**config.mk**
```make
export PLATFORM = sky130hd
export DESIGN_NAME = tpu_timer
export DESIGN_NICKNAME = d
export VERILOG_FILES = /design/src/verilog/tpu_pkg.sv /design/src/verilog/tpu_timer.sv
export SDC_FILE = /design/constraint.sdc
export NUM_CORES = 1
export LEC_CHECK = 0
export BUFFER_PORTS_ARGS = -buffer_cell sky130_fd_sc_hd__buf_2
export CAP_MARGIN = 15
export CORE_AREA = 5 5 161 124
export DETAILED_ROUTE_END_ITERATION = 8
export DIE_AREA = 0 0 166 129
export GPL_ROUTABILITY_DRIVEN = 0
export PLACE_DENSITY = 0.71
export SLEW_MARGIN = 40
export SYNTH_ARGS = -nofsm -noshare
export SYNTH_HDL_FRONTEND = slang
export SYNTH_SLANG_ARGS = --single-unit
export TNS_END_PERCENT = 10
```
**constraint.sdc**
```tcl
create_clock -name clk -period 6.95 [get_ports clk]
set_input_delay 1.0425 -clock clk [delete_from_list [all_inputs] [get_ports clk]]
set_output_delay 1.0425 -clock clk [all_outputs]
set_load 0.005 [all_outputs]
```
**src/verilog/tpu_pkg.sv**
```systemverilog
/*
 * shared constants and carrier types for the timer pwm unit:
 * byte register offsets, control field layouts, reset values, modes.
 * assumes an 8-bit register port with one byte per offset.
 */
`default_nettype none

package tpu_pkg;

   localparam int          DATA_W       = 8;
   localparam int          CNT_W        = 16;
   localparam int          PS_W         = 3;

   // byte offsets on the register port
   localparam logic [7:0]  TSC_ADDR     = 8'h00;
   localparam logic [7:0]  CNTH_ADDR    = 8'h01;
   localparam logic [7:0]  CNTL_ADDR    = 8'h02;
   localparam logic [7:0]  MODH_ADDR    = 8'h03;
   localparam logic [7:0]  MODL_ADDR    = 8'h04;
   localparam logic [7:0]  CH_BASE      = 8'h05;
   localparam logic [7:0]  CH_STRIDE    = 8'h03;
   localparam logic [7:0]  CH_SC_OFS    = 8'h00;
   localparam logic [7:0]  CH_VH_OFS    = 8'h01;
   localparam logic [7:0]  CH_VL_OFS    = 8'h02;

   // reset values and the full-range count
   localparam logic [7:0]  TSC_RESET    = 8'h00;
   localparam logic [7:0]  CHSC_RESET   = 8'h00;
   localparam logic [15:0] MOD_RESET    = 16'h0000;
   localparam logic [15:0] CV_RESET     = 16'h0000;
   localparam logic [15:0] CNT_FULL     = 16'hFFFF;
   localparam logic [7:0]  RD_IDLE      = 8'h00;

   // timer status and control: flag, irq enable, center select, spare, run, prescale
   typedef struct packed {
      logic              overflow_flag;
      logic              overflow_irq_enable;
      logic              center_align_select;
      logic              spare;
      logic              run;
      logic [PS_W-1:0]   prescale;
   } tpu_tsc_t;

   // channel status and control
   typedef struct packed {
      logic              channel_event_flag;
      logic              channel_irq_enable;
      logic              mode_high_bit;
      logic              mode_low_bit;
      logic              edge_level_select_high_bit;
      logic              edge_level_select_low_bit;
      logic [1:0]        spare;
   } tpu_chsc_t;

   typedef enum logic {TPU_UP, TPU_DOWN} tpu_dir_t;

   typedef enum logic [1:0] {TPU_CAPTURE, TPU_COMPARE, TPU_EDGE_PWM, TPU_CENTER_PWM} tpu_chmode_t;

endpackage : tpu_pkg

`default_nettype wire

```
**src/verilog/tpu_timer.sv**
```systemverilog
/*
 * 16-bit timer with up or up/down counting, byte-buffered modulus and
 * channel values, capture / compare / edge pwm / center pwm channels,
 * and read-then-write-zero flag clearing.
 * assumes a same-clock 8-bit register port (read data one cycle later)
 * and asynchronous channel pins, synchronised here.
 */
// Chosen here: the address-and-strobe port and the placing of the registers.
`timescale 1ns/100ps
`default_nettype none

module tpu_timer #(
   parameter int NCH = 2
) (
   input  wire logic                 clk,
   input  wire logic                 rst,
   input  wire logic [7:0]           addr,
   input  wire logic [7:0]           wdata,
   input  wire logic                 wr,
   input  wire logic                 rd,
   output logic      [7:0]           rdata,
   input  wire logic [NCH-1:0]       ch_pin_in,
   output logic      [NCH-1:0]       ch_pin_out,
   output logic      [NCH-1:0]       ch_pin_oe_n,
   output logic                      overflow_irq,
   output logic      [NCH-1:0]       channel_irq
);

   // set wins over clear
   function automatic logic flag_upd(input logic flag, input logic arm, input logic set_ev, input logic clr_wr);
      return set_ev | (flag & ~(clr_wr & arm));
   endfunction : flag_upd

   // arm tracks the read-while-set step; any event restarts the sequence
   function automatic logic arm_upd(input logic flag, input logic arm, input logic set_ev,
                                    input logic rd_hit, input logic wr_hit);
      if (set_ev)
         return 1'b0;
      else if (rd_hit && flag)
         return 1'b1;
      else if (wr_hit)
         return 1'b0;
      return arm;
   endfunction : arm_upd

   tpu_pkg::tpu_tsc_t  tsc_reg;
   logic               tof_reg;
   logic               tof_arm_reg;
   logic               irq_reg;
   logic [15:0]        cnt_reg;
   logic [15:0]        cnt_next;
   tpu_pkg::tpu_dir_t  dir_reg;
   tpu_pkg::tpu_dir_t  dir_next;
   logic [15:0]        mod_reg;
   logic [15:0]        mod_buf_reg;
   logic               modh_seen_reg;
   logic               modl_seen_reg;
   logic [7:0]         div_reg;
   logic [7:0]         rdata_reg;
   logic [7:0]         rd_mux;
   logic [7:0]         ch_rd [NCH];

   wire  wr_tsc   = wr && (addr == tpu_pkg::TSC_ADDR);
   wire  rd_tsc   = rd && (addr == tpu_pkg::TSC_ADDR);
   wire  wr_cnt   = wr && (addr == tpu_pkg::CNTH_ADDR || addr == tpu_pkg::CNTL_ADDR);
   wire  wr_modh  = wr && (addr == tpu_pkg::MODH_ADDR);
   wire  wr_modl  = wr && (addr == tpu_pkg::MODL_ADDR);
   wire  center   = tsc_reg.center_align_select;
   wire  mod_zero = (mod_reg == tpu_pkg::MOD_RESET);

   // prescaler: one-cycle tick every 2**prescale clocks
   wire [7:0] ps_mask = (8'h01 << tsc_reg.prescale) - 8'h01;
   wire       tick    = tsc_reg.run && ((div_reg & ps_mask) == ps_mask);

   // free run to full range with zero modulus
   wire [15:0] term_val = mod_zero ? tpu_pkg::CNT_FULL : mod_reg;
   wire        top_up   = center ? (dir_reg == tpu_pkg::TPU_UP && !mod_zero && cnt_reg == mod_reg)
                                 : (cnt_reg == term_val);
   wire        ovf_ev   = tick && top_up;
   wire        mod_load = modh_seen_reg && modl_seen_reg && (!center || ovf_ev);

   always_comb begin
      cnt_next = cnt_reg;
      dir_next = dir_reg;
      if (wr_cnt) begin
         cnt_next = tpu_pkg::MOD_RESET;
         dir_next = tpu_pkg::TPU_UP;
      end else if (tick && !center) begin
         dir_next = tpu_pkg::TPU_UP;
         cnt_next = top_up ? tpu_pkg::MOD_RESET : cnt_reg + 16'h0001;
      end else if (tick) begin
         case (dir_reg)
            tpu_pkg::TPU_UP: begin
               if (top_up) begin
                  dir_next = tpu_pkg::TPU_DOWN;
                  cnt_next = cnt_reg - 16'h0001;
               end else begin
                  cnt_next = cnt_reg + 16'h0001;
               end
            end
            tpu_pkg::TPU_DOWN: begin
               if (cnt_reg == tpu_pkg::MOD_RESET) begin
                  dir_next = tpu_pkg::TPU_UP;
                  cnt_next = 16'h0001;
               end else begin
                  cnt_next = cnt_reg - 16'h0001;
               end
            end
            default: dir_next = tpu_pkg::TPU_UP;
         endcase
      end
   end

   always_ff @(posedge clk) begin
      if (rst) begin
         cnt_reg <= tpu_pkg::MOD_RESET;
         dir_reg <= tpu_pkg::TPU_UP;
         div_reg <= 8'h00;
      end else begin
         cnt_reg <= cnt_next;
         dir_reg <= dir_next;
         div_reg <= tsc_reg.run ? div_reg + 8'h01 : 8'h00;
      end
   end

   always_ff @(posedge clk) begin
      if (rst) begin
         tsc_reg <= tpu_pkg::tpu_tsc_t'(tpu_pkg::TSC_RESET);
         tof_reg <= 1'b0;
         tof_arm_reg <= 1'b0;
         irq_reg <= 1'b0;
      end else begin
         if (wr_tsc)
            tsc_reg <= tpu_pkg::tpu_tsc_t'({1'b0, wdata[6:0]});
         tof_reg <= flag_upd(tof_reg, tof_arm_reg, ovf_ev, wr_tsc && !wdata[7]);
         tof_arm_reg <= arm_upd(tof_reg, tof_arm_reg, ovf_ev, rd_tsc, wr_tsc);
         irq_reg <= tof_reg && tsc_reg.overflow_irq_enable;
      end
   end

   always_ff @(posedge clk) begin
      if (rst) begin
         mod_reg <= tpu_pkg::MOD_RESET;
         mod_buf_reg <= tpu_pkg::MOD_RESET;
         modh_seen_reg <= 1'b0;
         modl_seen_reg <= 1'b0;
      end else if (wr_tsc) begin
         modh_seen_reg <= 1'b0;
         modl_seen_reg <= 1'b0;
      end else begin
         if (mod_load) begin
            mod_reg <= mod_buf_reg;
            modh_seen_reg <= 1'b0;
            modl_seen_reg <= 1'b0;
         end
         if (wr_modh) begin
            mod_buf_reg[15:8] <= wdata;
            modh_seen_reg <= 1'b1;
         end
         if (wr_modl) begin
            mod_buf_reg[7:0] <= wdata;
            modl_seen_reg <= 1'b1;
         end
      end
   end

   for (genvar n = 0; n < NCH; n++) begin : g_ch
      localparam logic [7:0] SC_A = 8'(tpu_pkg::CH_BASE + tpu_pkg::CH_STRIDE * n);
      localparam logic [7:0] VH_A = SC_A + tpu_pkg::CH_VH_OFS;
      localparam logic [7:0] VL_A = SC_A + tpu_pkg::CH_VL_OFS;

      tpu_pkg::tpu_chsc_t   sc_reg;
      tpu_pkg::tpu_chmode_t mode;
      logic [15:0]          val_reg;
      logic [15:0]          buf_reg;
      logic                 vh_seen_reg;
      logic                 vl_seen_reg;
      logic                 flag_reg;
      logic                 arm_reg;
      logic                 lvl_reg;
      logic                 lvl_next;
      logic                 pin_reg;
      logic                 oe_n_reg;
      logic                 irq_ch_reg;
      logic                 sync1_reg;
      logic                 sync2_reg;
      logic                 prev_reg;
      logic                 ch_ev;

      wire wr_sc    = wr && (addr == SC_A);
      wire rd_sc    = rd && (addr == SC_A);
      wire wr_vh    = wr && (addr == VH_A);
      wire wr_vl    = wr && (addr == VL_A);
      wire els_a    = sc_reg.edge_level_select_low_bit;
      wire els_b    = sc_reg.edge_level_select_high_bit;

      assign mode = center ? tpu_pkg::TPU_CENTER_PWM :
                    sc_reg.mode_high_bit ? tpu_pkg::TPU_EDGE_PWM :
                    sc_reg.mode_low_bit ? tpu_pkg::TPU_COMPARE : tpu_pkg::TPU_CAPTURE;

      wire is_pwm   = (mode == tpu_pkg::TPU_EDGE_PWM) || (mode == tpu_pkg::TPU_CENTER_PWM);
      wire match    = tick && (cnt_reg == val_reg);
      wire duty_ok  = (val_reg != tpu_pkg::CV_RESET) && !val_reg[15];
      wire rise     = sync2_reg && !prev_reg;
      wire fall     = !sync2_reg && prev_reg;
      wire cap_ev   = (mode == tpu_pkg::TPU_CAPTURE) && ((els_a && rise) || (els_b && fall));
      // pwm waits for the period boundary, others load as soon as both bytes land
      wire v_load   = vh_seen_reg && vl_seen_reg && (!is_pwm || ovf_ev);

      always_comb begin
         case (mode)
            tpu_pkg::TPU_CAPTURE:    ch_ev = cap_ev;
            tpu_pkg::TPU_COMPARE:    ch_ev = match;
            tpu_pkg::TPU_EDGE_PWM:   ch_ev = match;
            tpu_pkg::TPU_CENTER_PWM: ch_ev = match && duty_ok;
            default:                 ch_ev = 1'b0;
         endcase
      end

      always_comb begin
         lvl_next = lvl_reg;
         case (mode)
            tpu_pkg::TPU_CENTER_PWM: begin
               if (!duty_ok)
                  lvl_next = 1'b0;
               else if (!mod_zero && val_reg > mod_reg)
                  lvl_next = 1'b1;
               else if (match)
                  lvl_next = (dir_reg == tpu_pkg::TPU_DOWN);
            end
            tpu_pkg::TPU_EDGE_PWM: begin
               if (val_reg == tpu_pkg::CV_RESET)
                  lvl_next = 1'b0;
               else if (ovf_ev)
                  lvl_next = 1'b1;
               else if (match)
                  lvl_next = 1'b0;
            end
            tpu_pkg::TPU_COMPARE: begin
               if (match)
                  lvl_next = (els_b && els_a) ? 1'b1 : (els_b ? 1'b0 : ~lvl_reg);
            end
            default: lvl_next = lvl_reg;
         endcase
      end

      always_ff @(posedge clk) begin
         if (rst) begin
            sync1_reg <= 1'b0;
            sync2_reg <= 1'b0;
            prev_reg <= 1'b0;
         end else begin
            sync1_reg <= ch_pin_in[n];
            sync2_reg <= sync1_reg;
            prev_reg <= sync2_reg;
         end
      end

      always_ff @(posedge clk) begin
         if (rst) begin
            sc_reg <= tpu_pkg::tpu_chsc_t'(tpu_pkg::CHSC_RESET);
            flag_reg <= 1'b0;
            arm_reg <= 1'b0;
            irq_ch_reg <= 1'b0;
         end else begin
            if (wr_sc)
               sc_reg <= tpu_pkg::tpu_chsc_t'({1'b0, wdata[6:2], 2'b00});
            flag_reg <= flag_upd(flag_reg, arm_reg, ch_ev, wr_sc && !wdata[7]);
            arm_reg <= arm_upd(flag_reg, arm_reg, ch_ev, rd_sc, wr_sc);
            irq_ch_reg <= flag_reg && sc_reg.channel_irq_enable;
         end
      end

      always_ff @(posedge clk) begin
         if (rst) begin
            val_reg <= tpu_pkg::CV_RESET;
            buf_reg <= tpu_pkg::CV_RESET;
            vh_seen_reg <= 1'b0;
            vl_seen_reg <= 1'b0;
         end else if (wr_sc) begin
            vh_seen_reg <= 1'b0;
            vl_seen_reg <= 1'b0;
         end else begin
            if (cap_ev)
               val_reg <= cnt_reg;
            else if (v_load)
               val_reg <= buf_reg;
            if (v_load) begin
               vh_seen_reg <= 1'b0;
               vl_seen_reg <= 1'b0;
            end
            if (wr_vh) begin
               buf_reg[15:8] <= wdata;
               vh_seen_reg <= 1'b1;
            end
            if (wr_vl) begin
               buf_reg[7:0] <= wdata;
               vl_seen_reg <= 1'b1;
            end
         end
      end

      // pin is released in capture mode and when both select bits are clear
      always_ff @(posedge clk) begin
         if (rst) begin
            lvl_reg <= 1'b0;
            pin_reg <= 1'b0;
            oe_n_reg <= 1'b1;
         end else begin
            lvl_reg <= lvl_next;
            pin_reg <= is_pwm ? (lvl_next ^ els_a) : lvl_next;
            oe_n_reg <= (mode == tpu_pkg::TPU_CAPTURE) || !(els_a || els_b);
         end
      end

      assign ch_pin_out[n]  = pin_reg;
      assign ch_pin_oe_n[n] = oe_n_reg;
      assign channel_irq[n] = irq_ch_reg;
      assign ch_rd[n] = (addr == SC_A) ? {flag_reg, sc_reg[6:0]} :
                        (addr == VH_A) ? val_reg[15:8] :
                        (addr == VL_A) ? val_reg[7:0] : tpu_pkg::RD_IDLE;
   end

   // counter bytes read live; the two-byte read latch is not part of this block
   always_comb begin
      case (addr)
         tpu_pkg::TSC_ADDR:  rd_mux = {tof_reg, tsc_reg[6:0]};
         tpu_pkg::CNTH_ADDR: rd_mux = cnt_reg[15:8];
         tpu_pkg::CNTL_ADDR: rd_mux = cnt_reg[7:0];
         tpu_pkg::MODH_ADDR: rd_mux = mod_reg[15:8];
         tpu_pkg::MODL_ADDR: rd_mux = mod_reg[7:0];
         default: begin
            rd_mux = tpu_pkg::RD_IDLE;
            for (int i = 0; i < NCH; i++)
               rd_mux = rd_mux | ch_rd[i];
         end
      endcase
   end

   always_ff @(posedge clk) begin
      if (rst)
         rdata_reg <= tpu_pkg::RD_IDLE;
      else
         rdata_reg <= rd ? rd_mux : tpu_pkg::RD_IDLE;
   end

   assign rdata        = rdata_reg;
   assign overflow_irq = irq_reg;

endmodule : tpu_timer

`default_nettype wire
```
# Word-level counts from Yosys, hierarchy flattened
# Index checks and enable logic that the tools add are counted.
# word_totals
ff_bits,173
romBits,0
elab_cells,303
latch_bits,0
input_bits,22
out_inout_bits,15
n_memories,0
mem_bits_rw,0
# classes
add_sub_neg,4
eq_ne,21
bitwise,24
muxes,82
n_shift,1
n_div,0
n_reduce_logical,114
n_mul,0
n_lt_le_gt_ge,2
# op_table
cell,count
2-to-1 mux 16 bit,10
equality test 16 bit,4
zero test 16 bit,4
2-to-1 mux 1 bit,55
logical AND 1 bit,53
2-to-1 mux 8 bit,6
case mux 8 bit (5 select lines),1
equality test 8 x 3 -> 1 bit (second input constant),4
greater-than comparator 16 bit,2
case mux 16 bit (2 select lines),1
nonzero test 16 bit,2
equality test 8 x 4 -> 1 bit (second input constant),3
AND reduction 2 bit,9
nonzero test 2 bit,9
adder 16 x 1 -> 16 bit (second input constant),1
equality test 8 x 2 -> 1 bit (second input constant),2
OR reduction 2 bit,8
subtractor 16 x 1 -> 16 bit (second input constant),1
zero test 1 bit,13
logical OR 1 bit,12
case mux 1 bit (3 select lines),4
NOT 1 bit,11
adder 8 x 1 -> 8 bit (second input constant),1
AND 8 bit,1
15 further kinds,31

# Logic depth before layout (Yosys ltp)
# depth
ltp_word,12
mapped_depth,12
mapped_depth_nobuf,10

# Worst setup path before layout
# No wires, ideal clock.
# synth_timing
kind,input to register
startpoint,in addr[5]
endpoint,reg g_ch[0].val_reg[14]
arrival_ns,3.457
t_required_ns,6.890
n_path_buf,3
path_stages,11
setup_ns,0.060
setup_slack_ns,3.432
path_cell_list,or4_1 -> or2_2 -> clkbuf_1 -> or3_1 -> or2_2 -> clkbuf_1 -> nand2_1 -> buf_2 -> o22ai_1 -> nor2_1 -> o221a_1
# synth_via
elab_chain_cells,4
# synth_rtl
element,line,source
start: declaration,tpu_timer.sv:17,"input wire logic [7:0] addr,"
equality test 8 x 3 -> 1 bit,tpu_timer.sv:190,wire wr_sc = wr && (addr == SC_A);
logical AND 1 bit,tpu_timer.sv:190,
NOT 1 bit (no source line),--,
AND reduction 2 bit (no source line),--,
end signal: assignment,tpu_timer.sv:276,val_reg <= tpu_pkg::CV_RESET;
end signal: assignment,tpu_timer.sv:285,val_reg <= cnt_reg;
end signal: assignment,tpu_timer.sv:287,val_reg <= buf_reg;
end: declaration,tpu_timer.sv:174,logic [15:0] val_reg;
# No other way between the ends.
# A chain may end at the register's enable or synchronous reset.

# Worst setup path in the final report
# layout_timing
startpoint,reg cnt_reg[6]
endpoint,reg g_ch[1].val_reg[11]
# layout_via
elab_chain_cells,8
word_cells_on_any_way,9
classes_between,eq/ne (2); mux (1); reduce/logical (6)
# layout_rtl
element,line,source
start: declaration,tpu_timer.sv:50,logic [15:0] cnt_reg;
start signal: assignment,tpu_timer.sv:116,cnt_reg <= tpu_pkg::MOD_RESET;
start signal: assignment,tpu_timer.sv:120,cnt_reg <= cnt_next;
equality test 16 bit,tpu_timer.sv:77,wire top_up = center ? (dir_reg == tpu_pkg::TPU_UP && !mod_zero && cnt_reg == mod_reg)
logical AND 1 bit,tpu_timer.sv:77,
2-to-1 mux 1 bit *,tpu_timer.sv:77,
logical AND 1 bit *,tpu_timer.sv:79,wire ovf_ev = tick && top_up;
logical OR 1 bit *,tpu_timer.sv:208,wire v_load = vh_seen_reg && vl_seen_reg && (!is_pwm || ovf_ev);
logical AND 1 bit *,tpu_timer.sv:208,
nonzero test 2 bit (no source line) *,--,
AND reduction 2 bit (no source line) *,--,
end signal: assignment,tpu_timer.sv:276,
end signal: assignment,tpu_timer.sv:285,
end signal: assignment,tpu_timer.sv:287,
end: declaration,tpu_timer.sv:174,
# Every way passes the cells marked *; elsewhere a longest branch is shown, timed or not.

==> summary.md <==
| Metric | Value |
|---|---|
| Hold path depth | 1 |
| Largest net degree at the start of global routing | 59 |
| Worst Skew | 0.0113 ns |
| Hold buffers post-CTS | 0 |
| GRT Overall Usage | 29.8% |
| Synth Flop Type | dfxtp_1 |
| Synth area leader | dfxtp_1 |
| Max Fclk | 0.245 GHz |
| Cell with the most instances after synthesis | dfxtp_1 |
| Starting density of the core | 53.7% |
| Synth cell count leaders | dfxtp_1, nand2_1, nor2_1 |
| Antenna Diode Count | 0 |
| Setup ws final | 2.88 ns |
| R2r endpoint | g_ch[1].val_reg[11] |
| Share of the synthesized area in the top cell type | 35.2% |
| Area growth syn-to-layout | 8.05% |
| Worst hold-check path type | reg -> reg |
| Worst Setup Slack post-DPL | 2.95 ns |
| Status | complete, no violations |
| TritonRoute pass-1 iters | 5 |
| Mean Syn Cell Area | 8.10 µm² |
| DR vias | 9430 |
| Die W | 166 µm |
| Post-synth EDFFs | 0 |
| Synth top area cells | dfxtp_1, mux2i_1, nand2_1 |
| Vias per cell | 6.55 |
| Pleak | 4.22 nW |
| Worst-path fanout max | 16 |
| Setup TNS | 0 ns |
| Max-cap violation count | 0 |
| Crit path launch type | flip-flop |
| R2R setup slack | 2.88 ns |
| Clk sinks | 172 |
| Fill cells | 1656 |
| Pwr Density | 195 nW/µm² |
| Clock insertion delay at the later pin of the skew report | 0.44 ns |
| DRC Markers | 0 |
| Wirelength per Cell | 22.5 µm |
| CTS tree | yes |
| Antenna violations before repair | 1 |
| Seq/Total Area, Yosys | 35.2% |
| Net Count, Synth | 1266 |
| Crit path DAT | 4.40 ns |
| Worst Max-Slew Pin Slew | 0.823 ns |
| First-pass GRT wire length | 50100 µm |
| Detailed-route wire length | 32400 µm |
| Cell Area, Synth | 9790 µm² |
| Final-stage net count | 1237 |
| 1st-iter DRT viols | 1331 |
| Worst-case clock buffer depth | 2 |
| Synth warn | 0 |
| I/O pin count | 37 |
| Synthesized flop and latch total | 172 |
| Htree depth | 4 |
| Slew HR | 45.1% |
| Final HPWL DP | 22300 µm |
| Die Y-Extent | 129 µm |
| TritonCTS Buffers | 17 |
| Setup-failing EPs final | 0 |
| Post-synthesis cell count | 1209 |
| Peak VDD IR | 0.000154 V |
| Worst R2R Start | cnt_reg[6] |
| Required @ worst endpoint | 7.27 ns |
| Synth cell types | 64 |
| RSZ-0062 raised after global routing | no |
| Crit path kind | reg -> reg |
| Total core area | 18200 µm² |
| Clk pin slew, worst setup/hold paths | 0.08 ns |
| Vias in the first global route | 8491 |
| Worst Hold End | g_ch[0].sync2_reg |
| Ratio of cells with drive above 1 in the final layout | 10.5% |
| Die area | 21400 µm² |
| CP Capture Type | flip-flop |
| Final Max Tran Viols | 0 |
| Ys async rst share | 0% |
| Post CTS Setup Buffer Count | 0 |
| Worst reg-to-reg path cell count | 9 |
| CTS root buf | clkbuf_16 |
| Hold_sp | g_ch[0].sync1_reg |
| Std-Cell Rows | 43 |
| Grt ovf | 0 |
| Post-CTS Resized | 0 |
| Final hold vios | 0 |
| Tmin final | 4.07 ns |
| Routed Antenna Nets | 0 |
| PortBufs | 36 |
| Final worst path period share | 58.6% |
==> layout make-up <==
cell class / count / area (µm²) / area share, %
flip-flops and latches: 172 / 3440 / 32.6
clock inverters: 15 / 171 / 1.62
inverters: 47 / 176 / 1.67
multi-input cells: 892 / 5760 / 54.5
well taps: 247 / 309 / 2.92
repair buffers: 50 / 288 / 2.72
clock buffers: 17 / 425 / 4.02
==> power by group <==
part	switching [W]	leakage, nW	internal (W)	total, W
clock	0.000458	0.295	0.000514	0.000972
sequential	0.00000833	1.39	0.000988	0.000996
combinational	0.0000656	2.54	0.0000267	0.0000923
total	0.000532	4.22	0.00153	0.00206
==> placed cells by master (no fill, tap or decap), drive strengths merged, types with 32 or more instances in the layout <==
master    n
a21oi    70
buf      50
dfxtp   172
ha       35
inv      56
mux2i    68
nand2   149
nand3    32
nor2    116
o21ai    62
o221a    33
xor2     36
==> critical path, cell delays in order (launching register included) <==
cell and delay [ns]:
dfxtp_1 0.54, nor2b_1 0.25, a2111oi_1 0.64, nand4_1 0.25
nor4_1 0.42, a41oi_1 0.21, buf_4 0.30, o21a_1 0.21
or4_1 0.77, o221a_1 0.35
==> through the flow <==
step	util [%]	total power, W	cells	hold WS, ns	area (µm²)
after floorplan	-	0.00108	1209	0.414	9790
after global placement	54.6	0.00111	1408	0.424	9960
after detailed placement	54.7	0.00111	1408	0.439	9980
after CTS	58.0	0.00206	1440	0.458	10600
after global routing	58.0	0.00211	1440	0.466	10600
final	58.0	0.00206	1440	0.457	10600
==> metal layers <==
metal	track usage (%)	up-vias	share of wire [%]
li1	-	4272	-
met5	0	-	0
met1	41.7	4437	42
met2	43.0	626	41
met4	11.8	0	4.1
met3	9.06	95	13
==> how the worst max path moves through the flow <==
stage	start	to
floorplan	addr[5]	g_ch[0].val_reg[14]
finish	cnt_reg[6]	g_ch[1].val_reg[11]
detailed placement	addr[5]	g_ch[0].val_reg[0]
global placement	addr[5]	g_ch[0].val_reg[0]
CTS	cnt_reg[6]	g_ch[1].val_reg[11]
global route	cnt_reg[6]	g_ch[1].val_reg[11]
==> logic make-up (layout without fill, tap and decap cells) <==
kind of cell | after synthesis | after routing | share of synthesized area (%)
fa+ha+maj | 35 | 35 | 4.47
simple gates | 443 | 443 | 21.4
compound gates | 293 | 293 | 20.4
mux | 80 | 80 | 8.68
xor+xnor | 41 | 41 | 3.67
flops | 172 | 172 | 35.2
buf+inv | 145 | 129 | 6.16
No activity file was read; power rests on OpenSTA's default activity.
